`src/hw/aomfc_consts.svh`:
```
// constants of the output mode, format and encode timing control
// Notes on behaviour
// - mode strap: ground full CMOS, third demux CMOS, two thirds low LVDS, full LVDS.
// - format strap at ground or third gives offset binary, else two's complement.
// - stabilizer on only for format strap at one third or two thirds.
// - stabilizer samples on encode rise, makes its own fall at half period.
// - after a long stop, 100 encode cycles to relock; output invalid meanwhile.
// - gain strap low gives 2.25 V range, high gives 1.5 V range.
// - demux CMOS: output clocks at half encode rate, both buses valid together.
// - full-rate CMOS drives only the first bus, one sample per encode cycle.
`ifndef AOMFC_CONSTS_SVH
`define AOMFC_CONSTS_SVH

// ***********************************************************
// register map, byte addresses
// ***********************************************************
`define AOMFC_ADR_W         8
`define AOMFC_ADR_CTRL      8'h00
`define AOMFC_ADR_STATUS    8'h04
`define AOMFC_ADR_COUNT     8'h08
`define AOMFC_CTRL_OUT_EN   0
`define AOMFC_CTRL_RST      1'b1
`define AOMFC_ST_MODE       0
`define AOMFC_ST_TWOS       2
`define AOMFC_ST_STAB       3
`define AOMFC_ST_LOCKED     4
`define AOMFC_ST_GAIN       5
`define AOMFC_ST_VALID      6

// ***********************************************************
// four-level strap readings
// ***********************************************************
`define AOMFC_LVL_GND       2'b00
`define AOMFC_LVL_THIRD     2'b01
`define AOMFC_LVL_TWO_THIRD 2'b10
`define AOMFC_LVL_SUPPLY    2'b11

// ***********************************************************
// timing
// ***********************************************************
`define AOMFC_CLK_PERIOD_NS 50
`define AOMFC_MIN_ENC_PERIOD_NS 1000
`define AOMFC_STOP_CYC (`AOMFC_MIN_ENC_PERIOD_NS / `AOMFC_CLK_PERIOD_NS)
`define AOMFC_RELOCK_EDGES  100

`endif

```
`src/hw/aomfc_pkg.sv`:
```
// types shared by the output mode and format control
package aomfc_pkg;

  // output interface chosen by the mode strap
  typedef enum logic [1:0] {
    AOMFC_FULL_CMOS  = 2'b00,
    AOMFC_DEMUX_CMOS = 2'b01,
    AOMFC_LP_LVDS    = 2'b10,
    AOMFC_STD_LVDS   = 2'b11
  } aomfc_out_mode_t;

  // strap levels caught after reset
  typedef struct packed {
    aomfc_out_mode_t mode;
    logic [1:0]      fmt_lvl;
    logic            gain;
  } aomfc_straps_t;

  // one converted sample and its strobe
  typedef struct packed {
    logic [15:0] code;
    logic        stb;
  } aomfc_sample_t;

endpackage : aomfc_pkg

```
`src/hw/aomfc_fmt.sv`:
```
// sample number format stage
`timescale 1ns/1ps
`default_nettype none
module aomfc_fmt
  import aomfc_pkg::*;
(
  input  wire logic          clk_i,
  input  wire logic          rst_b_i,
  input  wire logic          load_i,
  input  wire logic          twos_i,
  input  wire logic [15:0]   code_i,
  output aomfc_sample_t      smp_o
);

  aomfc_sample_t smp;
  aomfc_sample_t next_smp;

  // only the top bit differs between the two formats
  always_comb begin
    next_smp = smp;
    next_smp.stb = load_i;
    if (load_i) begin
      next_smp.code = {code_i[15] ^ twos_i, code_i[14:0]};
    end
  end

  always_ff @(posedge clk_i) begin
    if (!rst_b_i) begin
      smp <= '0;
    end else begin
      smp <= next_smp;
    end
  end

  assign smp_o = smp;
endmodule : aomfc_fmt
`default_nettype wire

```
`src/hw/aomfc_stab.sv`:
```
// duty-cycle stabilizer: period tracker, internal fall and relock
`timescale 1ns/1ps
`default_nettype none
`include "aomfc_consts.svh"
module aomfc_stab
  import aomfc_pkg::*;
(
  input  wire logic clk_i,
  input  wire logic rst_b_i,
  input  wire logic enable_i,
  input  wire logic rise_i,
  input  wire logic enc_level_i,
  output logic      int_clk_o,
  output logic      locked_o
);

  localparam logic [7:0] STOP = 8'(`AOMFC_STOP_CYC);
  localparam logic [6:0] LAST = 7'(`AOMFC_RELOCK_EDGES - 1);

  logic [7:0] cnt, next_cnt, period, next_period;
  logic [6:0] lock_cnt, next_lock_cnt;
  logic       next_int, next_locked;

  // cnt saturates: a quiet encode for a whole slowest period means stopped
  always_comb begin
    next_cnt      = cnt;
    next_period   = period;
    next_lock_cnt = lock_cnt;
    next_int      = int_clk_o;
    next_locked   = locked_o;
    if (rise_i) begin
      next_period = cnt + 8'd1;
      next_cnt    = 8'd0;
    end else if (cnt != STOP) begin
      next_cnt = cnt + 8'd1;
    end
    if (!enable_i) begin
      next_int      = enc_level_i;
      next_locked   = 1'b1;
      next_lock_cnt = 7'd0;
    end else begin
      if (rise_i) begin
        next_int = 1'b1;
      end else if (cnt == STOP || (cnt + 8'd1) == {1'b0, period[7:1]}) begin
        next_int = 1'b0;
      end
      // a rise after the stop is the first of the hundred, not a stop cycle
      if (cnt == STOP && !rise_i) begin
        next_locked   = 1'b0;
        next_lock_cnt = 7'd0;
      end else if (rise_i && !locked_o) begin
        if (lock_cnt == LAST) begin
          next_locked = 1'b1;
        end else begin
          next_lock_cnt = lock_cnt + 7'd1;
        end
      end
    end
  end

  always_ff @(posedge clk_i) begin
    if (!rst_b_i) begin
      cnt       <= 8'h00;
      period    <= 8'h00;
      lock_cnt  <= 7'h00;
      int_clk_o <= 1'b0;
      locked_o  <= 1'b0;
    end else begin
      cnt       <= next_cnt;
      period    <= next_period;
      lock_cnt  <= next_lock_cnt;
      int_clk_o <= next_int;
      locked_o  <= next_locked;
    end
  end
endmodule : aomfc_stab
`default_nettype wire

```
`src/hw/aomfc_top.sv`:
```
// output mode, sample format and encode control with wishbone registers
//
// The Wishbone interface to the registers and the placing of the registers were decided locally.
`timescale 1ns/1ps
`default_nettype none
`include "aomfc_consts.svh"
module aomfc_top
  import aomfc_pkg::*;
(
  input  wire logic                    clk_i,
  input  wire logic                    rst_b_i,
  input  wire logic                    wb_cyc_i,
  input  wire logic                    wb_stb_i,
  input  wire logic                    wb_we_i,
  input  wire logic [`AOMFC_ADR_W-1:0] wb_adr_i,
  input  wire logic [3:0]              wb_sel_i,
  input  wire logic [31:0]             wb_dat_i,
  output logic      [31:0]             wb_dat_o,
  output logic                         wb_ack_o,
  input  wire logic [1:0]              output_mode_sel_i,
  input  wire logic [1:0]              format_sel_i,
  input  wire logic                    gain_range_select_i,
  input  wire logic                    encode_clock_i,
  input  wire logic [15:0]             core_code_i,
  output logic      [15:0]             data_a_o,
  output logic      [15:0]             data_b_o,
  output logic                         output_clock_first_o,
  output logic                         output_clock_second_o,
  output logic                         data_valid_o,
  output logic                         internal_clock_o,
  output logic                         gain_range_o,
  output logic                         lvds_mode_o,
  output logic                         lvds_low_power_o,
  output logic                         demux_o
);

  // ***********************************************************
  // strap capture
  // ***********************************************************
  aomfc_straps_t straps, next_straps;
  logic          strap_valid, next_strap_valid;
  logic          stab_en, twos;

  // straps are caught on the first clean edge after reset release
  always_comb begin
    next_straps      = straps;
    next_strap_valid = 1'b1;
    if (!strap_valid) begin
      next_straps.mode    = aomfc_out_mode_t'(output_mode_sel_i);
      next_straps.fmt_lvl = format_sel_i;
      next_straps.gain    = gain_range_select_i;
    end
  end

  always_ff @(posedge clk_i) begin
    if (!rst_b_i) begin
      straps      <= '0;
      strap_valid <= 1'b0;
    end else begin
      straps      <= next_straps;
      strap_valid <= next_strap_valid;
    end
  end

  // format and stabilizer follow the same four-level strap
  assign twos    = straps.fmt_lvl[1];
  assign stab_en = straps.fmt_lvl == `AOMFC_LVL_THIRD ||
                   straps.fmt_lvl == `AOMFC_LVL_TWO_THIRD;

  // ***********************************************************
  // encode edge and stabilizer
  // ***********************************************************
  logic enc_q, next_enc_q, int_q, next_int_q;
  logic enc_rise, int_fall, locked, stab_rst_b;

  // encode pin is taken as synchronous, so one flop is enough for edges
  always_comb begin
    next_enc_q = encode_clock_i;
    next_int_q = internal_clock_o;
  end

  always_ff @(posedge clk_i) begin
    if (!rst_b_i) begin
      enc_q <= 1'b0;
      int_q <= 1'b0;
    end else begin
      enc_q <= next_enc_q;
      int_q <= next_int_q;
    end
  end

  assign enc_rise = encode_clock_i && !enc_q && strap_valid;
  assign int_fall = int_q && !internal_clock_o;

  // stabilizer waits for the straps, else it locks on the reset strap value
  assign stab_rst_b = rst_b_i && strap_valid;

  aomfc_stab u_stab (
    .clk_i       (clk_i),
    .rst_b_i     (stab_rst_b),
    .enable_i    (stab_en),
    .rise_i      (enc_rise),
    .enc_level_i (encode_clock_i),
    .int_clk_o   (internal_clock_o),
    .locked_o    (locked)
  );

  aomfc_sample_t conv;

  aomfc_fmt u_fmt (
    .clk_i   (clk_i),
    .rst_b_i (rst_b_i),
    .load_i  (enc_rise),
    .twos_i  (twos),
    .code_i  (core_code_i),
    .smp_o   (conv)
  );

  // ***********************************************************
  // wishbone slave
  // ***********************************************************
  logic        out_en, next_out_en, next_ack;
  logic [31:0] next_dat, status;
  logic [15:0] smp_cnt, next_smp_cnt;
  logic        wr_take;

  // a write lands at the edge where the master sees ack high
  assign wr_take = wb_cyc_i && wb_stb_i && wb_we_i && wb_ack_o;

  always_comb begin
    status = 32'h0;
    status[`AOMFC_ST_MODE +: 2] = straps.mode;
    status[`AOMFC_ST_TWOS]      = twos;
    status[`AOMFC_ST_STAB]      = stab_en;
    status[`AOMFC_ST_LOCKED]    = locked;
    status[`AOMFC_ST_GAIN]      = straps.gain;
    status[`AOMFC_ST_VALID]     = strap_valid;
  end

  // single-wait answer; unmapped words read zero and ignore writes
  always_comb begin
    next_ack     = wb_cyc_i && wb_stb_i && !wb_ack_o;
    next_dat     = 32'h0;
    next_out_en  = out_en;
    next_smp_cnt = smp_cnt;
    if (conv.stb) begin
      next_smp_cnt = smp_cnt + 16'd1;
    end
    if (wb_adr_i == `AOMFC_ADR_CTRL) begin
      next_dat[`AOMFC_CTRL_OUT_EN] = out_en;
    end else if (wb_adr_i == `AOMFC_ADR_STATUS) begin
      next_dat = status;
    end else if (wb_adr_i == `AOMFC_ADR_COUNT) begin
      next_dat = {16'h0, smp_cnt};
    end
    if (wr_take && wb_sel_i[0] && wb_adr_i == `AOMFC_ADR_CTRL) begin
      next_out_en = wb_dat_i[`AOMFC_CTRL_OUT_EN];
    end
  end

  always_ff @(posedge clk_i) begin
    if (!rst_b_i) begin
      wb_ack_o <= 1'b0;
      wb_dat_o <= 32'h0;
      out_en   <= `AOMFC_CTRL_RST;
      smp_cnt  <= 16'h0;
    end else begin
      wb_ack_o <= next_ack;
      wb_dat_o <= next_ack ? next_dat : 32'h0;
      out_en   <= next_out_en;
      smp_cnt  <= next_smp_cnt;
    end
  end

  // ***********************************************************
  // output buses and output clocks
  // ***********************************************************
  logic        demux, phase, next_phase, next_ck;
  logic [15:0] pend, next_pend, next_a, next_b;

  assign demux = straps.mode == AOMFC_DEMUX_CMOS;

  // demux: first sample waits, second lands with it; clocks toggle per sample
  always_comb begin
    next_a     = data_a_o;
    next_b     = data_b_o;
    next_pend  = pend;
    next_phase = phase;
    next_ck    = output_clock_first_o;
    if (conv.stb && out_en) begin
      if (demux) begin
        if (!phase) begin
          next_pend  = conv.code;
          next_ck    = 1'b1;
          next_phase = 1'b1;
        end else begin
          next_a     = pend;
          next_b     = conv.code;
          next_ck    = 1'b0;
          next_phase = 1'b0;
        end
      end else begin
        next_a  = conv.code;
        next_ck = 1'b0;
      end
    end else if (!demux && int_fall) begin
      next_ck = 1'b1;
    end
  end

  always_ff @(posedge clk_i) begin
    if (!rst_b_i) begin
      data_a_o              <= 16'h0;
      data_b_o              <= 16'h0;
      pend                  <= 16'h0;
      phase                 <= 1'b0;
      output_clock_first_o  <= 1'b0;
      output_clock_second_o <= 1'b1;
    end else begin
      data_a_o              <= next_a;
      data_b_o              <= next_b;
      pend                  <= next_pend;
      phase                 <= next_phase;
      output_clock_first_o  <= next_ck;
      output_clock_second_o <= !next_ck;
    end
  end

  // ***********************************************************
  // mode, gain and validity flags
  // ***********************************************************
  logic next_valid;

  // nothing is valid until straps are known and the loop has relocked
  always_comb begin
    next_valid = strap_valid && out_en && locked;
  end

  always_ff @(posedge clk_i) begin
    if (!rst_b_i) begin
      data_valid_o     <= 1'b0;
      gain_range_o     <= 1'b0;
      lvds_mode_o      <= 1'b0;
      lvds_low_power_o <= 1'b0;
      demux_o          <= 1'b0;
    end else begin
      data_valid_o     <= next_valid;
      gain_range_o     <= straps.gain;
      lvds_mode_o      <= straps.mode[1];
      lvds_low_power_o <= straps.mode == AOMFC_LP_LVDS;
      demux_o          <= demux;
    end
  end
endmodule : aomfc_top
`default_nettype wire

```
`config.mk`:
```
export PLATFORM = sky130hd
export DESIGN_NAME = aomfc_top
export DESIGN_NICKNAME = d
export VERILOG_FILES = /design/src/hw/aomfc_pkg.sv /design/src/hw/aomfc_fmt.sv /design/src/hw/aomfc_stab.sv /design/src/hw/aomfc_top.sv
export VERILOG_INCLUDE_DIRS = /design/src /design/src/hw
export SDC_FILE = /design/constraint.sdc
export NUM_CORES = 1
export LEC_CHECK = 0
export ABC_CLOCK_PERIOD_IN_PS = 2000
export BUFFER_PORTS_ARGS = -buffer_cell sky130_fd_sc_hd__buf_4
export CAP_MARGIN = 40
export CORE_AREA = 5 5 109 111
export DETAILED_ROUTE_END_ITERATION = 12
export DIE_AREA = 0 0 114 116
export PLACE_DENSITY = 0.78
export SYNTH_ARGS = -nofsm -noshare
export SYNTH_HDL_FRONTEND = slang
export SYNTH_SLANG_ARGS = --single-unit
```
`constraint.sdc`:
```
create_clock -name clk_i -period 2 [get_ports clk_i]
set_clock_uncertainty 0.1 [all_clocks]
set_input_delay 0.1 -clock clk_i [delete_from_list [all_inputs] [get_ports clk_i]]
set_output_delay 0.1 -clock clk_i [all_outputs]
set_load 0.01 [all_outputs]
```
==> impl_metrics.env, run 1 <==
export IMPL_place_gp_congestion=0.8863
export IMPL_hpwl_um=8650
export IMPL_nNetsFinal=812
export IMPL_combinationalPowerShare_pct=6.1
export IMPL_min_period_ns=1.946
export IMPL_max_freq_mhz=513.8
export IMPL_clkPwrFrac_pct=49.9
export IMPL_synth_area_um2=5458
export IMPL_rows=38
export IMPL_syn_to_final_growth_pct=33.52
export IMPL_synth_top_cells_by_count="dfxtp_1, nand2_1, nor2_1"
export IMPL_reg2reg_to="u_stab.int_clk_o"
export IMPL_ant_nets=0
export IMPL_post_cts_buffers=0
export IMPL_required_ns=2.31
export IMPL_cts_num_sinks=139
export IMPL_vias=4604
export IMPL_drt_first_pass_iters=5
export IMPL_ir_drop_mv=0.4636
export IMPL_cp_arrival_ns=2.26
export IMPL_async_flop_share_pct=0
export IMPL_rsz0062_at_grt="false"
export IMPL_cts_path_max_buffers=2
export IMPL_viasPerCell=5.167
export IMPL_ys_seq_area_share_pct=50.99
export IMPL_die_area_um2=13220
export IMPL_min_delay_path_depth=2
export IMPL_coreArea_um2=10700
export IMPL_start_util_pct=51.02
export IMPL_ys_types=49
export IMPL_dr_first_iter_drc_count=368
export IMPL_r2r_start="u_stab.cnt[0]"
export IMPL_fp_dieH_um=116
export IMPL_grt_antenna_before_repair=1
export IMPL_synth_cells=602
export IMPL_io_buffers=93
export IMPL_ys_ff_latch=139
export IMPL_synth_top_area_share_pct=50.99
export IMPL_grt_ovfl_total=0
export IMPL_insertion_delay_ns=0.52
export IMPL_grt_pass1_vias=4597
export IMPL_cts_made_buffers=17
export IMPL_leakagePower_nw=2.985
export IMPL_hold_slack_ns=0.2409
export IMPL_yosys_cell_count_top_type="dfxtp_1"
export IMPL_clockRootBuffer="clkbuf_8"
export IMPL_end_kind="register"
export IMPL_grt_pass1_wl_um=21700
export IMPL_cts_tree="built"
export IMPL_drc_errors=0
export IMPL_syn_mean_instance_area_um2=9.066
export IMPL_reg2reg_slack_ns=0.05
export IMPL_die_w_um=114
export IMPL_min_path_type="in -> reg"
export IMPL_min_period_over_period_pct=97.31
export IMPL_yosysWarnings=0
export IMPL_switching_share_pct=21.42
export IMPL_p_switching_w=0.001401
export IMPL_path_class="reg -> reg"
export IMPL_synth_enable_flop_cells=0
export IMPL_grtUsageTotal_pct=20.43
export IMPL_hold_viol=0
export IMPL_synth_top_cell_by_area="dfxtp_1"
export IMPL_finalSetupTns_ns=0
export IMPL_max_slew_worst_pin_slew_ns=0.8708
export IMPL_seq_power_share_pct=44.0
export IMPL_max_slew_margin_rel_pct=41.95
export IMPL_crit_fanout=5
export IMPL_clk_transition_reported_paths_ns=0.06
export IMPL_cp_start_kind="register"
export IMPL_maxCapViolCount=0
export IMPL_status="completed"
export IMPL_wl_per_cell_um=14.94
export IMPL_p_int_w=0.005138
export IMPL_reg2regPathDepth=7
export IMPL_h_tree_depth=4
export IMPL_drive_above_1_share_pct=21.73
export IMPL_power_density_nw_per_um2=897.3
export IMPL_holdPathEnd="strap_valid"
export IMPL_wirelength_um=13310
export IMPL_hp_start="rst_b_i"
export IMPL_dominantRegCellSynth="dfxtp_1"
export IMPL_io_pins=144
export IMPL_slew_violations=0
export IMPL_grt_max_degree=88
export IMPL_finalSetupViolations=0
export IMPL_synth_area_top_cells="dfxtp_1, nand2_1, a21oi_1, mux2i_1, nor2_1"
critical path, cell delays in order, from the launching register on:
cell and delay, ns:
dfxtp_1 0.40, inv_1 0.10, ha_1 0.35, xnor2_1 0.17, nand3_1 0.10, nor4_1 0.21
nand4_1 0.16, a41o_1 0.25
worst max-delay path by stage:
| stage | from | endpoint | slack (ns) | cells past startpoint |
|---|---|---|---|---|
| after floorplan | u_stab.cnt[0] | u_stab.int_clk_o | 0.26 | 7 |
| after global placement | u_stab.cnt[0] | u_stab.int_clk_o | 0.17 | 7 |
| after detailed placement | u_stab.cnt[0] | u_stab.int_clk_o | 0.11 | 7 |
| after CTS | wb_adr_i[6] | wb_dat_o[1] | 0.08 | 8 |
| after global routing | u_stab.cnt[0] | u_stab.int_clk_o | 0.003 | 7 |
| final | u_stab.cnt[0] | u_stab.int_clk_o | 0.05 | 7 |
cell families after synthesis:
logic type      count (synthesis)  synth area share, %
buf+inv                        53                5.021
mux                            26                4.768
other cells                     1              0.06871
simple gates                  254                22.03
xor+xnor                       36                6.557
fa+ha+maj                       4               0.9170
compound gates                 89                9.652
flops                         139                50.99
through the flow:
stage	setup WS (ns)	cell area (µm²)	std cells	util [%]	total power [W]
CTS	0.08094	7263	890	67.89	0.006560
global placement	0.1738	6297	824	58.87	0.003260
global route	0.003187	7287	891	68.12	0.006730
floorplan	0.2565	5514	617	-	0.003134
finish	0.05372	7287	891	68.12	0.006539
detailed placement	0.1059	6297	824	58.87	0.003270
cells in the final DEF, fill, tap and decap left out, types with 4 or more instances in the layout:
cell / n
nand3_1: 32
a22o_1: 7
nand4_1: 5
o21ai_0: 9
nand2_1: 100
a211oi_1: 17
dlygate4sd3_1: 34
xor2_1: 19
clkbuf_8: 4
and2_1: 16
conb_1: 16
clkbuf_16: 16
a21oi_1: 52
mux2i_1: 26
inv_1: 8
nor2_1: 61
nor3_1: 4
dfxtp_1: 136
xnor2_1: 14
bufinv_16: 4
buf_4: 110
flip-flops by register name (all words and copies together) (netlist names), 4 cells and up:
signal and flops:
u_stab.period 7, status 4, data_a_o 16, wb_dat_o 16, data_b_o 16, u_fmt.smp_o 17
u_stab.lock_cnt 7, pend 16, u_stab.cnt 8, smp_cnt 16
per-layer routing:
| layer | up-vias | routed length [µm] | track usage (%) |
|---|---|---|---|
| li1 | 2271 | - | - |
| met1 | 2139 | 5722 | 25.18 |
| met2 | 164 | 6517 | 34.35 |
| met3 | 30 | 801 | 4.595 |
| met4 | 0 | 269 | 9.105 |
| met5 | - | 0 | 0 |
cell type report:
cell class | instances | area, µm²
antenna | 1 | 2.502
clock buffer | 21 | 459.2
clock inverter | 11 | 166.4
fill | 798 | 3411
inverter | 9 | 33.78
multi-input combinational | 425 | 2477
sequential | 139 | 2786
tap | 140 | 175.2
timing repair buffer | 145 | 1186
power by group through the flow:
stage / clock [W] / sequential (W) / combinational [W]
floorplan: 0 / 0.00293 / 0.000207
global placement: 0 / 0.00293 / 0.000330
detailed placement: 0 / 0.00293 / 0.000337
CTS: 0.00329 / 0.00287 / 0.000391
global route: 0.00341 / 0.00288 / 0.000436
finish: 0.00326 / 0.00288 / 0.000399
what timing repair did:
item / in CTS / in global routing
hold endpoints to repair: 51 / 0
gates resized for setup: 0 / 6
hold buffers: 34 / 0
endpoints found under the setup margin: 0 / 18
No activity file was read; power rests on OpenSTA's default activity.
==> inputs of run 2 (changes only) <==
--- a/config.mk
+++ b/config.mk
@@ -6,13 +6,14 @@
 export SDC_FILE = /design/constraint.sdc
 export NUM_CORES = 1
 export LEC_CHECK = 0
+export ABC_AREA = 1
 export ABC_CLOCK_PERIOD_IN_PS = 2000
 export BUFFER_PORTS_ARGS = -buffer_cell sky130_fd_sc_hd__buf_4
 export CAP_MARGIN = 40
 export CORE_AREA = 5 5 109 111
 export DETAILED_ROUTE_END_ITERATION = 12
 export DIE_AREA = 0 0 114 116
-export PLACE_DENSITY = 0.78
+export PLACE_DENSITY = 0.79
 export SYNTH_ARGS = -nofsm -noshare
 export SYNTH_HDL_FRONTEND = slang
 export SYNTH_SLANG_ARGS = --single-unit
==> impl_metrics.env, run 2 <==
export IMPL_status="completed"
export IMPL_maxCapViolCount=0
export IMPL_dr_first_iter_drc_count=372
export IMPL_grt_pass1_vias=5072
export IMPL_drt_first_pass_iters=5
export IMPL_cts_tree="built"
export IMPL_hold_slack_ns=0.2304
export IMPL_cp_num_cells=9
export IMPL_finalSetupTns_ns=0
export IMPL_synth_top_area_share_pct=49.90
export IMPL_die_area_um2=13220
export IMPL_dominantRegCellSynth="dfxtp_1"
export IMPL_path_cells="dlygate4sd3_1 > buf_4 > or2_2 > nor2_2 > nand2_1 > nor3_2 > nand2_1 > dlygate4sd3_1 > o211ai_1"
export IMPL_max_freq_mhz=517.1
export IMPL_synth_area_top_cells="dfxtp_1, nor2_1, nand2_1, o21ai_0, inv_1"
export IMPL_final_common_cell="nor2_1"
export IMPL_rows=38
export IMPL_power_density_nw_per_um2=889.0
export IMPL_clk_transition_reported_paths_ns=0.06
export IMPL_min_path_type="in -> reg"
export IMPL_vias=5160
export IMPL_clockRootBuffer="clkbuf_8"
export IMPL_io_pins=144
export IMPL_reg2regPathDepth=9
export IMPL_slew_violations=0
export IMPL_syn_to_final_growth_pct=31.05
export IMPL_synth_enable_flop_cells=0
export IMPL_hold_viol=0
export IMPL_io_buffers=93
export IMPL_path_delay_family="buffers and inverters"
export IMPL_max_slew_worst_pin_slew_ns=0.6936
export IMPL_final_cells=1019
export IMPL_rsz0062_at_grt="false"
export IMPL_min_period_ns=1.934
export IMPL_ys_ff_latch=139
export IMPL_drc_errors=0
export IMPL_grt_ovfl_total=0
export IMPL_end_kind="register"
export IMPL_r2r_start="status[0]"
export IMPL_hpwl_um=9274
export IMPL_crit_slowest_cell="dlygate4sd3_1"
export IMPL_dp_cells=948
export IMPL_viasPerCell=5.064
export IMPL_grt_max_degree=89
export IMPL_die_w_um=114
export IMPL_leakagePower_nw=3.140
export IMPL_crit_fanout=3
export IMPL_wirelength_um=13960
export IMPL_place_gp_congestion=0.8879
export IMPL_synth_cells=734
export IMPL_synth_area_um2=5577
export IMPL_cts_num_sinks=139
export IMPL_startpoint="wb_adr_i[1]"
export IMPL_cts_made_buffers=17
export IMPL_coreArea_um2=10700
export IMPL_largest_reg_flops=17
export IMPL_reg2reg_to="pend[13]"
export IMPL_slowest_delay_ns=0.56
export IMPL_finalSetupViolations=0
export IMPL_max_slew_margin_rel_pct=53.76
export IMPL_path_class="in -> reg"
export IMPL_post_place_ws_ns=0.2035
export IMPL_fp_dieH_um=116
export IMPL_insertion_delay_ns=0.52
export IMPL_reg2reg_slack_ns=0.20
export IMPL_required_ns=2.35
export IMPL_cts_path_max_buffers=2
export IMPL_ys_types=40
export IMPL_grt_pass1_wl_um=23010
export IMPL_final_cell_mix="nor2_1, dfxtp_1, nand2_1"
export IMPL_diodes=0
export IMPL_synth_top_cells_by_count="nor2_1, dfxtp_1, nand2_1"
export IMPL_setup_worst_path_end="out_en"
export IMPL_yosys_cell_count_top_type="nor2_1"
export IMPL_drive_above_1_share_pct=17.97
export IMPL_yosysWarnings=0
export IMPL_h_tree_depth=4
export IMPL_cp_start_kind="input pin"
export IMPL_postLayoutSetupSlackWorst_ns=0.06614
export IMPL_ir_drop_mv=0.5068
export IMPL_cp_arrival_ns=2.28
export IMPL_wl_per_cell_um=13.70
export IMPL_start_util_pct=52.13
export IMPL_min_period_over_period_pct=96.69
export IMPL_async_flop_share_pct=0
export IMPL_grtUsageTotal_pct=21.81
export IMPL_syn_mean_instance_area_um2=7.598
export IMPL_grt_antenna_before_repair=0
export IMPL_synth_top_cell_by_area="dfxtp_1"
export IMPL_cp_num_buf_inv=3
export IMPL_ys_seq_area_share_pct=49.90
export IMPL_nNetsFinal=941
export IMPL_ant_nets=0
run 2: cell types whose count changed after synthesis, moves of 17 or more:
cell and delta:
a21oi_1 -27, nor2_1 +84, nand2_1 +17, mux2i_1 -26, o21ai_0 +65, inv_1 +58
run 2: report_power, final:
part           internal (W)  total, W  switching [W]
Clock               0.00203   0.00317        0.00114
Combinational      0.000198  0.000433       0.000235
Sequential          0.00284   0.00290      0.0000587
Total               0.00507   0.00650        0.00143
run 2: metal layers:
layer | wire [µm] | part of all wire (%) | global-route usage [%]
met1 | 5681 | 41 | 25.34
met2 | 7059 | 51 | 38.56
met3 | 978 | 7.0 | 5.953
met4 | 244 | 1.7 | 7.997
met5 | 0 | 0 | 0
run 2: worst register-to-register path: cells and delay by family (launching register included):
family | cells | cell delay, ns
buffers and inverters | 4 | 0.47
flip-flops | 1 | 0.43
AND/OR/NAND/NOR | 5 | 0.70
run 2: what timing repair did:
item / in CTS / in global routing
setup buffers: 0 / 1
setup endpoints to repair: 0 / 1
gates resized for setup: 0 / 3
endpoints found under the hold margin: 43 / 0
hold buffers: 38 / 0
run 2: through the flow:
stage | power (W) | area, µm² | util, %
final | 0.006497 | 7308 | 68.32
after global routing | 0.006738 | 7308 | 68.32
after CTS | 0.006537 | 7291 | 68.15
after detailed placement | 0.003321 | 6300 | 58.89
after global placement | 0.003310 | 6300 | 58.89
after floorplan | 0.003190 | 5633 | -
run 2: cell families (layout without fill, tap and decap cells):
| kind of cell | count (synthesis) | after routing | synth area share [%] |
|---|---|---|---|
| other cells | 1 | 16 | 0.06725 |
| buf+inv | 118 | 248 | 9.940 |
| flops | 139 | 139 | 49.90 |
| xor+xnor | 7 | 7 | 1.099 |
| compound gates | 147 | 147 | 14.20 |
| simple gates | 318 | 318 | 23.90 |
| fa+ha+maj | 4 | 4 | 0.8975 |
run 2: area by class of cell:
class                   count  area (µm²)
flip-flops and latches    139        2783
well taps                 140       175.2
clock buffers              22       473.0
repair buffers            140        1146
fillers                   840        3390
multi-input cells         492        2306
inverters                  76       287.8
clock inverters            10       137.6
run 2: worst min path at each step:
stage | startpoint | to | slack, ns | cells after the start
after floorplan | rst_b_i | strap_valid | 0.03 | 0
after global placement | encode_clock_i | enc_q | 0.21 | 3
after detailed placement | encode_clock_i | enc_q | 0.21 | 3
after CTS | encode_clock_i | enc_q | 0.21 | 4
after global routing | encode_clock_i | enc_q | 0.24 | 4
final | encode_clock_i | enc_q | 0.23 | 4
==> inputs of run 3 (changes only) <==
--- a/config.mk
+++ b/config.mk
@@ -14,6 +14,7 @@
 export DETAILED_ROUTE_END_ITERATION = 12
 export DIE_AREA = 0 0 114 116
 export PLACE_DENSITY = 0.79
+export REMOVE_ABC_BUFFERS = 1
 export SYNTH_ARGS = -nofsm -noshare
 export SYNTH_HDL_FRONTEND = slang
 export SYNTH_SLANG_ARGS = --single-unit
==> impl_metrics.env, run 3 (same netlist as run 2, synthesis figures left out) <==
export IMPL_rsz0062_at_grt="false"
export IMPL_drc_errors=0
export IMPL_reg2reg_to="data_a_o[12]"
export IMPL_setup_worst_path_end="data_a_o[12]"
export IMPL_final_cell_mix="nor2_1, dfxtp_1, nand2_1"
export IMPL_dr_first_iter_drc_count=324
export IMPL_min_period_over_period_pct=91.97
export IMPL_die_w_um=114
export IMPL_slew_violations=0
export IMPL_r2r_start="u_fmt.smp_o[0]"
export IMPL_cp_num_cells=6
export IMPL_path_delay_family="flip-flops"
export IMPL_wirelength_um=13450
export IMPL_leakagePower_nw=3.091
export IMPL_cts_num_sinks=139
export IMPL_power_density_nw_per_um2=870.5
export IMPL_h_tree_depth=4
export IMPL_start_util_pct=52.13
export IMPL_required_ns=2.33
export IMPL_grt_max_degree=89
export IMPL_drt_first_pass_iters=5
export IMPL_largest_reg_flops=17
export IMPL_clk_transition_reported_paths_ns=0.06
export IMPL_min_delay_path_depth=5
export IMPL_grt_pass1_wl_um=21740
export IMPL_cp_num_buf_inv=2
export IMPL_max_slew_worst_pin_slew_ns=0.7199
export IMPL_coreArea_um2=10700
export IMPL_vias=5134
export IMPL_grt_ovfl_total=0
export IMPL_insertion_delay_ns=0.52
export IMPL_num_fill_cells=910
export IMPL_min_period_ns=1.839
export IMPL_path_class="reg -> reg"
export IMPL_wl_per_cell_um=13.31
export IMPL_hold_viol=0
export IMPL_finalSetupViolations=0
export IMPL_crit_slowest_cell="dfxtp_1"
export IMPL_syn_to_final_growth_pct=29.21
export IMPL_max_freq_mhz=543.7
export IMPL_drive_above_1_share_pct=17.80
export IMPL_io_buffers=93
export IMPL_dp_cells=948
export IMPL_grt_antenna_before_repair=0
export IMPL_grtUsageTotal_pct=20.46
export IMPL_finalSetupTns_ns=0
export IMPL_fp_dieH_um=116
export IMPL_cp_arrival_ns=2.17
export IMPL_final_common_cell="nor2_1"
export IMPL_cp_start_kind="register"
export IMPL_cts_made_buffers=17
export IMPL_die_area_um2=13220
export IMPL_max_slew_margin_rel_pct=52.01
export IMPL_nNetsFinal=935
export IMPL_maxCapViolCount=0
export IMPL_cts_path_max_buffers=2
export IMPL_viasPerCell=5.078
export IMPL_ant_nets=0
export IMPL_reg2reg_slack_ns=0.16
export IMPL_clockRootBuffer="clkbuf_8"
export IMPL_status="completed"
export IMPL_grt_pass1_vias=4860
export IMPL_seq_area_um2=2783
export IMPL_io_pins=144
export IMPL_rows=38
export IMPL_multiInputGateArea_um2=2310
export IMPL_end_kind="register"
export IMPL_slowest_delay_ns=0.51
export IMPL_min_path_type="in -> reg"
export IMPL_final_cells=1011
export IMPL_path_cells="nand2_1 > inv_1 > o21ai_2 > inv_2 > o21ai_1 > a31oi_1"
export IMPL_diodes=0
export IMPL_cts_tree="built"
export IMPL_crit_fanout=32
export IMPL_ir_drop_mv=0.5260
export IMPL_reg2regPathDepth=6
export IMPL_startpoint="u_fmt.smp_o[0]"
export IMPL_place_gp_congestion=0.8265
export IMPL_hpwl_um=8908
## run 3: cell types whose count changed in the layout (fill, tap and decap cells not counted), moves of 2 or more
cell | previous run | this run
dlygate4sd3_1 | 38 | 32
clkinvlp_4 | 2 | 4
nor2_2 | 3 | 1
clkbuf_8 | 5 | 3
nor2_1 | 144 | 146
## run 3: through the flow
step	util [%]	power [W]	area (µm²)	worst slack [ns]	hold slack, ns
floorplan	-	0.003136	5366	0.3136	0.02772
global placement	58.89	0.003310	6300	0.2367	0.2092
detailed placement	58.89	0.003321	6300	0.1522	0.2051
CTS	67.16	0.006310	7184	0.04101	0.03959
global route	67.36	0.006507	7206	0.003820	0.06899
finish	67.36	0.006273	7206	0.1606	0.02293
## run 3: metal layers
| metal | vias to the layer above | track usage (%) | routed length (µm) |
|---|---|---|---|
| met5 | - | 0 | 0 |
| met4 | 0 | 7.126 | 187 |
| met1 | 2362 | 24.78 | 5759 |
| met3 | 19 | 4.961 | 846 |
| li1 | 2595 | - | - |
| met2 | 158 | 35.60 | 6659 |
## run 3: how the worst min path moves through the flow
stage / startpoint / end / slack, ns
after floorplan: rst_b_i / strap_valid / 0.03
after global placement: encode_clock_i / enc_q / 0.21
after detailed placement: encode_clock_i / enc_q / 0.21
after CTS: wb_adr_i[1] / out_en / 0.04
after global routing: wb_adr_i[0] / wb_dat_o[9] / 0.07
final: wb_adr_i[1] / wb_dat_o[14] / 0.02
## run 3: layout make-up
cell class	instances	share of cell area (%)
clock buffers	19	6.130
well taps	140	2.431
multi-input cells	492	32.05
repair buffers	134	15.07
flip-flops and latches	139	38.62
inverters	76	3.994
clock inverters	11	1.702
## run 3: worst reg2reg max path, cell delays in order (launching register included)
cell and delay [ns]:
dfxtp_1 0.51, nand2_1 0.20, inv_1 0.10, o21ai_2 0.06, inv_2 0.41, o21ai_1 0.16
a31oi_1 0.21
## run 3: power breakdown
| group | switching, W | internal, W |
|---|---|---|
| logic | 0.000231 | 0.000192 |
| registers | 0.0000556 | 0.00284 |
| clock network | 0.00114 | 0.00182 |
| total | 0.00142 | 0.00485 |
## run 3: timing repair
item / in CTS / in global routing
resized for setup: 0 / 3
hold endpoints to repair: 39 / 1
hold buffers: 32 / 1
buffers inserted: 0 / 1
endpoints found under the setup margin: 0 / 13
